### config.mk
export PLATFORM = sky130hd
export DESIGN_NAME = hsb_sideband
export DESIGN_NICKNAME = d
export VERILOG_FILES = /design/src/hsb_pkg.sv /design/src/hsb_sideband.sv
export SDC_FILE = /design/constraint.sdc
export NUM_CORES = 1
export LEC_CHECK = 0
export BUFFER_PORTS_ARGS = -buffer_cell sky130_fd_sc_hd__clkbuf_2
export CAP_MARGIN = 10
export CORE_UTILIZATION = 50
export CTS_CLUSTER_SIZE = 28
export DETAILED_ROUTE_END_ITERATION = 16
export PLACE_DENSITY = 0.78
export SYNTH_ARGS = -nofsm -noshare
export SYNTH_HDL_FRONTEND = slang
export SYNTH_SLANG_ARGS = --single-unit
### constraint.sdc
create_clock -name clk_i -period 1.9 [get_ports clk_i]
set_clock_uncertainty 0.15 [all_clocks]
set_input_delay 0.285 -clock clk_i [delete_from_list [all_inputs] [get_ports clk_i]]
set_output_delay 0.285 -clock clk_i [all_outputs]
set_load 0.01 [all_outputs]
### src/hsb_pkg.sv
// Package: register map, field positions and shared types for sideband block
package hsb_pkg;

  // Register indices on the plain register port
  localparam logic [1:0] ADDR_OUT_CTRL   = 2'h0; // sideband_output_enable_ctrl
  localparam logic [1:0] ADDR_CTRL_ONE   = 2'h1; // host_iface_ctrl_status_one
  localparam logic [1:0] ADDR_IRQ_STATUS = 2'h2;
  localparam logic [1:0] ADDR_IRQ_CTRL   = 2'h3; // Write clears, read enables

  // sideband_output_enable_ctrl fields
  localparam int WAKE_EN_POS = 2;
  localparam int SMI_EN_POS  = 1;
  localparam int SCI_EN_POS  = 0;

  // host_iface_ctrl_status_one fields
  localparam int BUSY_POS       = 7;
  localparam int WAKE_LEVEL_POS = 2;
  localparam int SMI_LEVEL_POS  = 1;
  localparam int SCI_LEVEL_POS  = 0;

  // Interrupt status fields
  localparam int IRQ_BUSY_SET_POS = 0;
  localparam int IRQ_BUSY_CLR_POS = 1;
  localparam int IRQ_BITS         = 2;

  localparam logic [7:0] OUT_CTRL_RST = 8'h00;
  localparam logic [7:0] CTRL_ONE_RST = 8'h00;
  localparam logic [1:0] IRQ_RST      = 2'h0;

  // One open-drain pin: output value always low, enable pulls
  typedef struct packed {
    logic alt_fn;
    logic oe;
    logic out;
  } hsb_pin_t;

  // LPC cycle tracking inputs
  typedef struct packed {
    logic match;
    logic done;
    logic abort;
    logic lpc_reset;
    logic lpc_shutdown;
  } hsb_cycle_t;

endpackage

### src/hsb_sideband.sv
// Module: open-drain sideband outputs and transfer busy flag
//
// Our own choices: the placing of the registers and the plain strobed port.
`timescale 1ns/1ps
module hsb_sideband (
  input  wire logic              clk_i,
  input  wire logic              rst_b_i,
  input  wire logic [1:0]        addr_i,
  input  wire logic [7:0]        wdata_i,
  input  wire logic              wr_i,
  input  wire logic              rd_i,
  output logic      [7:0]        rdata_o,
  input  wire hsb_pkg::hsb_cycle_t cycle_i,
  output hsb_pkg::hsb_pin_t      wake_pin_o,
  output hsb_pkg::hsb_pin_t      smi_request_pin_o,
  output hsb_pkg::hsb_pin_t      sci_request_pin_o,
  output logic                   irq_o
);

  ////////////////////////////////////////////////////////////////////////////
  logic [7:0]                   out_ctrl_reg;
  logic [2:0]                   level_reg;
  logic                         transfer_busy_flag_reg;
  logic [hsb_pkg::IRQ_BITS-1:0] irq_status_reg;
  logic [hsb_pkg::IRQ_BITS-1:0] irq_enable_reg;
  logic [hsb_pkg::IRQ_BITS-1:0] irq_event;
  logic [hsb_pkg::IRQ_BITS-1:0] irq_clear;
  logic                         busy_next;
  logic [7:0]                   rdata_next;
  logic                         wr_out_ctrl;
  logic                         wr_ctrl_one;

  assign wr_out_ctrl = wr_i && (addr_i == hsb_pkg::ADDR_OUT_CTRL);
  assign wr_ctrl_one = wr_i && (addr_i == hsb_pkg::ADDR_CTRL_ONE);

  ////////////////////////////////////////////////////////////////////////////
  // Only the three enable bits are kept; others read zero
  always_ff @(posedge clk_i or negedge rst_b_i) begin
    if (!rst_b_i) begin
      out_ctrl_reg <= hsb_pkg::OUT_CTRL_RST;
    end else if (wr_out_ctrl) begin
      out_ctrl_reg <= {5'h00, wdata_i[2:0]};
    end
  end

  // Busy bit of the same register is not writable
  always_ff @(posedge clk_i or negedge rst_b_i) begin
    if (!rst_b_i) begin
      level_reg <= hsb_pkg::CTRL_ONE_RST[2:0];
    end else if (wr_ctrl_one) begin
      level_reg <= wdata_i[2:0];
    end
  end

  ////////////////////////////////////////////////////////////////////////////
  // Reset and shutdown outrank a new match; end of cycle outranks it too
  always_comb begin
    busy_next = transfer_busy_flag_reg;
    if (cycle_i.match) begin
      busy_next = 1'b1;
    end
    if (cycle_i.done || cycle_i.abort) begin
      busy_next = 1'b0;
    end
    if (cycle_i.lpc_reset || cycle_i.lpc_shutdown) begin
      busy_next = 1'b0;
    end
  end

  always_ff @(posedge clk_i or negedge rst_b_i) begin
    if (!rst_b_i) begin
      transfer_busy_flag_reg <= 1'b0;
    end else begin
      transfer_busy_flag_reg <= busy_next;
    end
  end

  ////////////////////////////////////////////////////////////////////////////
  // Pins; one generate over the three channels
  logic [2:0] pin_en;
  logic [2:0] pin_lvl;
  hsb_pkg::hsb_pin_t pin_reg [3];

  assign pin_en = {out_ctrl_reg[hsb_pkg::WAKE_EN_POS],
                   out_ctrl_reg[hsb_pkg::SMI_EN_POS],
                   out_ctrl_reg[hsb_pkg::SCI_EN_POS]};
  assign pin_lvl = {level_reg[hsb_pkg::WAKE_LEVEL_POS],
                    level_reg[hsb_pkg::SMI_LEVEL_POS],
                    level_reg[hsb_pkg::SCI_LEVEL_POS]};

  genvar g;
  generate
    for (g = 0; g < 3; g++) begin : g_pin
      hsb_pkg::hsb_pin_t pin_next;
      logic              en_n;
      logic              lvl_n;
      assign en_n  = (wr_out_ctrl) ? wdata_i[g] : pin_en[g];
      assign lvl_n = (wr_ctrl_one) ? wdata_i[g] : pin_lvl[g];
      always_comb begin
        pin_next.alt_fn = !en_n;
        pin_next.oe     = en_n && !lvl_n;
        pin_next.out    = 1'b0;
      end
      always_ff @(posedge clk_i or negedge rst_b_i) begin
        if (!rst_b_i) begin
          pin_reg[g] <= '{alt_fn: 1'b1, oe: 1'b0, out: 1'b0};
        end else begin
          pin_reg[g] <= pin_next;
        end
      end
    end
  endgenerate

  // Channel 2 is wake, 1 is SMI, 0 is SCI
  assign wake_pin_o        = pin_reg[2];
  assign smi_request_pin_o = pin_reg[1];
  assign sci_request_pin_o = pin_reg[0];

  ////////////////////////////////////////////////////////////////////////////
  // Interrupts: busy rise and fall; set wins over clear
  assign irq_event = {transfer_busy_flag_reg && !busy_next,
                      !transfer_busy_flag_reg && busy_next};
  assign irq_clear = (wr_i && addr_i == hsb_pkg::ADDR_IRQ_CTRL) ?
                     wdata_i[hsb_pkg::IRQ_BITS-1:0] : '0;

  always_ff @(posedge clk_i or negedge rst_b_i) begin
    if (!rst_b_i) begin
      irq_status_reg <= hsb_pkg::IRQ_RST;
    end else begin
      irq_status_reg <= (irq_status_reg & ~irq_clear) | irq_event;
    end
  end

  always_ff @(posedge clk_i or negedge rst_b_i) begin
    if (!rst_b_i) begin
      irq_enable_reg <= hsb_pkg::IRQ_RST;
    end else if (wr_i && addr_i == hsb_pkg::ADDR_IRQ_STATUS) begin
      irq_enable_reg <= wdata_i[hsb_pkg::IRQ_BITS-1:0];
    end
  end

  // Registered from the next status value, so the line changes on the same edge as status
  always_ff @(posedge clk_i or negedge rst_b_i) begin
    if (!rst_b_i) begin
      irq_o <= 1'b0;
    end else begin
      irq_o <= |(((irq_status_reg & ~irq_clear) | irq_event) &
                 irq_enable_reg);
    end
  end

  ////////////////////////////////////////////////////////////////////////////
  // Read port, data one cycle after strobe, zero otherwise
  always_comb begin
    rdata_next = 8'h00;
    if (rd_i) begin
      unique case (addr_i)
        hsb_pkg::ADDR_OUT_CTRL: rdata_next = out_ctrl_reg;
        hsb_pkg::ADDR_CTRL_ONE: begin
          rdata_next = {transfer_busy_flag_reg, 4'h0, level_reg};
        end
        hsb_pkg::ADDR_IRQ_STATUS: rdata_next = {6'h00, irq_status_reg};
        hsb_pkg::ADDR_IRQ_CTRL:   rdata_next = {6'h00, irq_enable_reg};
      endcase
    end
  end

  always_ff @(posedge clk_i or negedge rst_b_i) begin
    if (!rst_b_i) begin
      rdata_o <= 8'h00;
    end else begin
      rdata_o <= rdata_next;
    end
  end
endmodule
==> out/qor.csv, run 1 <==
metric;value;unit
main combinational cell family by area after synthesis;multiplexers;
drt drc;0;
Fin Hold WS;0.0330;ns
worst r2r src;irq_enable_reg[0];
worst path bufs/invs;1;
setup_tns;0;ns
Adder-Cell Fraction of Synth Area;0;%
Data arrival, critical path;0.98;ns
largest net degree at the start of global routing;23;
Syn Std Cell Area;931;µm²
WL per Instance;12.1;µm
Tot GR Track Use;16.4;%
worst path required time;1.46;ns
XOR/XNOR Fraction of Synth Area;0;%
routed wire length;1400;µm
post-synthesis compound-gate area fraction;3.76;%
router iterations before antenna repair;3;
max-slew violations;0;
element type at the critical path end;output port;
vias in the first global route;540;
Cell Chain, Critical Path;clkbuf_2;
H-tree depth;1;
Tot Pwr;1.14;mW
HPWL after detailed placement;1080;µm
Detail Route Antenna Nets;0;
Vert. Die Dim;45.2;µm
CTS tree;built;
CTS Sinks;22;
Die Span X;45.2;µm
vias per cell;4.80;
Max-cap violations;0;
Max stage delay on crit path;0.54;ns
final hold violations;0;
Worst Max-Slew Pin Slew;0.513;ns
post-layout instance area;0.00109;mm²
initial antenna violation count;0;
worst setup path class;flip-flop to output port;
RSZ-0062 raised after global routing;false;
Reg clk slew, reported paths;0.13;ns
# rows;15;
DP Area;0.00103;mm²
ANT cells;0;
Syn Inst Count;65;
worst hold start;wdata_i[2];
CP max stage cell;dfstp_2;
Initial DRC Count;4;
Leakage;0.534;nW
Setup crit start kind;flip-flop;
CORE AREA;0.00173;mm²
Syn-to-layout area delta;17.3;%
Largest register FFs;4;
Cell variety after synth;23;
share of layout cells above drive strength 1;47.3;%
CTS max path bufs;2;
min cycle time layout;1.41;ns
f_max;0.709;GHz
total grt overflow;0;
commonest non-fill, non-tap cell in the layout;clkbuf_2;
Placed Cells;111;
Slew HR;65.8;%
Peak VDD IR;0.000672;V
average cell area after synthesis;14.3;µm²
Initial Util;53.9;%
gpl congestion;0.733;
Die ar.;0.00204;mm²
Largest delay share family, worst path;flip-flops;
total number of vias;557;
register area share after synthesis;59.5;%
type of the tightest min-delay check;primary input to flip-flop;
synth warn;0;
Post-Layout Cell Count;116;
# port buffers;24;
fin nets;111;
first-pass GRT wire length;2320;µm
clk root buf;clkbuf_4;
status;completed;
Final setup viols;0;
clock latency on the worst-skew pair;0.31;ns
Synth Area in Simple Gates;11.4;%
multiplexer share of the synthesized area;15.2;%
final period utilization;74.3;%
CP Max Fanout;1;
ratio of total power to cell area;1050;mW/mm²
TritonCTS Buffers;3;
most frequent cells in the layout;24 x clkbuf_2, 19 x dfrtp_1, 7 x conb_1;
Worst Setup SP;smi_request_pin_o[2];
I/O pin total;37;
FF+latch count, synth;22;
[layer usage]
metal | track usage [%] | part of all wire, % | vias to the layer above | wire, µm
li1 | - | - | 263 | -
met1 | 21.4 | 48 | 274 | 672
met2 | 25.8 | 45 | 18 | 636
met3 | 2.80 | 4.6 | 2 | 64
met4 | 9.09 | 1.8 | 0 | 25
met5 | 0 | 0 | - | 0
[synth_stat cells]
master	n	area (µm²)
a22o_1	1	8.76
and2_1	2	12.5
nor3b_4	1	18.8
nand4_1	2	12.5
conb_1	1	3.75
nor4_2	1	12.5
nand3b_1	1	7.51
nor2_1	2	7.51
o2bb2ai_1	1	8.76
dfrtp_1	19	475
buf_4	7	52.6
mux4_2	2	45.0
o21a_1	1	7.51
a32o_1	1	10.0
dfstp_2	3	78.8
mux2_2	5	56.3
nand2_1	1	3.75
buf_6	2	22.5
nor2_2	2	12.5
nor3b_1	1	7.51
inv_1	4	15.0
and4b_2	1	11.3
mux2i_1	4	40.0
[worst paths after layout]
| kind | cells after the start | endpoint | slack [ns] |
|---|---|---|---|
| max reg2reg | 2 | rdata_o[0] | 0.61 |
| min | 2 | wake_pin_o[2] | 0.03 |
| min in group asynchronous | 2 | irq_enable_reg[0] | 0.31 |
| max | 1 | smi_request_pin_o[2] | 0.49 |
| max in group asynchronous | 2 | wake_pin_o[2] | 0.92 |
| min reg2reg | 1 | wake_pin_o[2] | 0.33 |
[power breakdown]
group | internal, mW | switching (mW) | total [mW]
combinational | 0.0972 | 0.103 | 0.201
clock | 0.213 | 0.141 | 0.355
sequential | 0.554 | 0.0327 | 0.587
[timing repair]
item / in CTS / in global routing
resized for setup: 0 / 0
setup buffers: 0 / 0
hold buffers: 1 / 0
hold endpoints to repair: 19 / 0
setup endpoints to repair: 0 / 0
[cell type report]
type / count / area, µm²
Clock inverter: 1 / 30.0
Tap cell: 25 / 31.3
Multi-Input combinational cell: 36 / 309
Sequential cell: 22 / 554
Clock buffer: 3 / 22.5
Inverter: 4 / 15.0
Fill cell: 155 / 634
Timing Repair Buffer: 25 / 130
[per-stage QoR]
step           utilization, %  worst slack (ns)
6_report                 63.3             0.489
5_1_grt                  63.3             0.455
4_1_cts                  63.3             0.479
3_5_place_dp             59.6             0.383
3_3_place_gp             59.6             0.401
2_1_floorplan               -             0.602
[logic make-up (layout without fill, tap and decap cells)]
group | after synthesis | in the layout
simple gates | 14 | 14
flops | 22 | 22
buf+inv | 13 | 33
compound gates | 4 | 4
mux | 11 | 11
other cells | 1 | 7
Note: power is estimated with default switching activity, not from simulation.
==> run 2, diff against run 1 <==
--- a/config.mk
+++ b/config.mk
@@ -7,10 +7,10 @@
 export LEC_CHECK = 0
 export BUFFER_PORTS_ARGS = -buffer_cell sky130_fd_sc_hd__clkbuf_2
 export CAP_MARGIN = 10
-export CORE_UTILIZATION = 50
+export CORE_UTILIZATION = 42
 export CTS_CLUSTER_SIZE = 28
 export DETAILED_ROUTE_END_ITERATION = 16
-export PLACE_DENSITY = 0.78
+export PLACE_DENSITY = 0.69
 export SYNTH_ARGS = -nofsm -noshare
 export SYNTH_HDL_FRONTEND = slang
 export SYNTH_SLANG_ARGS = --single-unit
==> constraint.sdc (replaced) <==
create_clock -name clk_i -period 1.15 [get_ports clk_i]
set_clock_uncertainty 0.15 [all_clocks]
set_input_delay 0.1725 -clock clk_i [delete_from_list [all_inputs] [get_ports clk_i]]
set_output_delay 0.1725 -clock clk_i [all_outputs]
set_load 0.01 [all_outputs]
==> out/qor.csv, run 2 (synthesis gave the netlist of run 1 again) <==
metric;value;unit;change
total number of vias;622;;+12%
Post-CTS Hold Buffers;6;;+5
Largest register FFs;4;;unchanged
Initial DRC Count;4;;unchanged
violated checks;hold timing, setup timing;;
min cycle time layout;1.28;ns;
TritonCTS Buffers;3;;unchanged
Tot Pwr;1.83;mW;+60%
capturing point of the worst reg2reg path;rdata_o[0];;
routed wire length;1650;µm;+18%
f_max;0.782;GHz;
hold endpoint;transfer_busy_flag_reg;;
Fin Hold WS;-0.0249;ns;-0.0579 ns
H-tree depth;1;;unchanged
Detail Route Antenna Nets;0;;unchanged
worst slack at placement;-0.228;ns;-0.612 ns
Data arrival, critical path;1.33;ns;+0.35 ns
largest net degree at the start of global routing;23;;unchanged
CTS max path bufs;2;;unchanged
worst r2r src;irq_enable_reg[0];;
Die Span X;49.1;µm;+8.7%
HPWL after detailed placement;1240;µm;+15%
Max-cap violations;0;;unchanged
most frequent cells in the layout;21 x clkbuf_2, 19 x dfrtp_1, 9 x buf_4;;
worst path required time;1.20;ns;-0.26 ns
ANT cells;0;;unchanged
Hold Path Stages;3;;+1
gpl congestion;0.787;;+7.4%
status;finished, violations left;;
final period utilization;111;%;
drt drc;0;;unchanged
CTS Sinks;22;;unchanged
initial antenna violation count;0;;unchanged
I/O pin total;37;;unchanged
DP Area;0.00111;mm²;+7.5%
Leakage;0.613;nW;+15%
type of the tightest min-delay check;primary input to flip-flop;;
gr busiest metal;met2;;
clock latency on the worst-skew pair;0.30;ns;about the same
vias per cell;4.71;;-1.9%
CORE AREA;0.00202;mm²;+17%
total grt overflow;0;;unchanged
Post-Layout Cell Count;132;;+14%
share of layout cells above drive strength 1;55.2;%;+8.0 points
worst hold start;cycle_i[2];;
# port buffers;24;;unchanged
first-pass GRT wire length;2610;µm;+13%
met3 global-route usage;5.61;%;+2.8 points
Vert. Die Dim;49.1;µm;+8.7%
CP Max Fanout;2;;+1
worst-case reg-to-reg path depth;2;;unchanged
Placed Cells;122;;+9.9%
Reg clk slew, reported paths;0.11;ns;-0.02 ns
met1 GRT Util;18.2;%;-3.2 points
commonest non-fill, non-tap cell in the layout;clkbuf_2;;
Final WS setup;-0.129;ns;-0.618 ns
Syn-to-layout area delta;33.3;%;
clk root buf;clkbuf_4;;
met2 Use GR;24.9;%;-0.91 points
Peak VDD IR;0.00110;V;+64%
vias in the first global route;581;;+7.6%
post-layout instance area;0.00124;mm²;+14%
# rows;16;;+1
fin nets;125;;+13%
WL per Instance;12.5;µm;+3.4%
final hold violations;1;;+1
Final Util;61.4;%;-1.9 points
Setup crit start kind;flip-flop;;
element type at the critical path end;flip-flop;;
Tot GR Track Use;15.1;%;-1.3 points
Die ar.;0.00241;mm²;+18%
Slew HR;65.7;%;-0.12 points
Final setup viols;5;;+5
Worst Max-Slew Pin Slew;0.515;ns;+0.00180 ns
Initial Util;46.0;%;-7.9 points
CTS tree;built;;
FF-to-FF setup slack;-0.13;ns;-0.74 ns
RSZ-0062 raised after global routing;true;;
Fillers;181;;+17%
ratio of total power to cell area;1470;mW/mm²;+41%
max-slew violations;0;;unchanged
worst setup path class;flip-flop to flip-flop;;
router iterations before antenna repair;4;;+1
-- run 2: timing repair --
action                                 4_1_cts  5_1_grt
buffers inserted                             1        0
endpoints found under the hold margin       25        2
setup endpoints to repair                    6       16
gates resized for setup                      1       11
pin swaps                                    0        2
-- run 2: where the power goes --
group / internal (mW) / switching [mW]
logic: 0.252 / 0.197
registers: 0.916 / 0.0582
clock network: 0.193 / 0.210
-- run 2: final cells by class --
| cell class | count | area (µm²) | area share [%] |
|---|---|---|---|
| Multi-Input combinational cell | 36 | 335 | 27.0 |
| Tap cell | 27 | 33.8 | 2.72 |
| Inverter | 4 | 15.0 | 1.21 |
| Timing Repair Buffer | 39 | 267 | 21.5 |
| Sequential cell | 22 | 554 | 44.7 |
| Clock buffer | 4 | 36.3 | 2.92 |
-- run 2: through the flow --
step | TNS [ns] | hold slack, ns
3_3_place_gp | -2.04 | 0.0154
2_1_floorplan | -0.286 | -0.273
3_5_place_dp | -2.38 | 0.0174
4_1_cts | -0.631 | -0.0328
5_1_grt | -0.945 | -0.0427
6_report | -0.543 | -0.0249
-- run 2: worst max-delay path, stage by stage, from the launching register on --
cell and delay (ns):
dfrtp_1 0.40, mux4_2 0.48, and2_4 0.15
-- run 2: worst max path at each step --
stage                               from                   end  slack, ns  cells past startpoint
global placement               addr_i[0]       out_ctrl_reg[2]      -0.17                      4
finish                 irq_enable_reg[0]            rdata_o[0]      -0.13                      2
CTS                 smi_request_pin_o[2]  smi_request_pin_o[2]      -0.13                      1
floorplan              irq_enable_reg[0]            rdata_o[0]      -0.06                      2
global route        smi_request_pin_o[2]  smi_request_pin_o[2]      -0.16                      1
detailed placement             addr_i[0]       out_ctrl_reg[0]      -0.23                      4
-- run 2: per-layer routing --
metal,vias to the layer above,wire [µm]
li1,289,-
met1,309,669
met2,22,900
met3,2,68
met4,0,8
met5,-,0
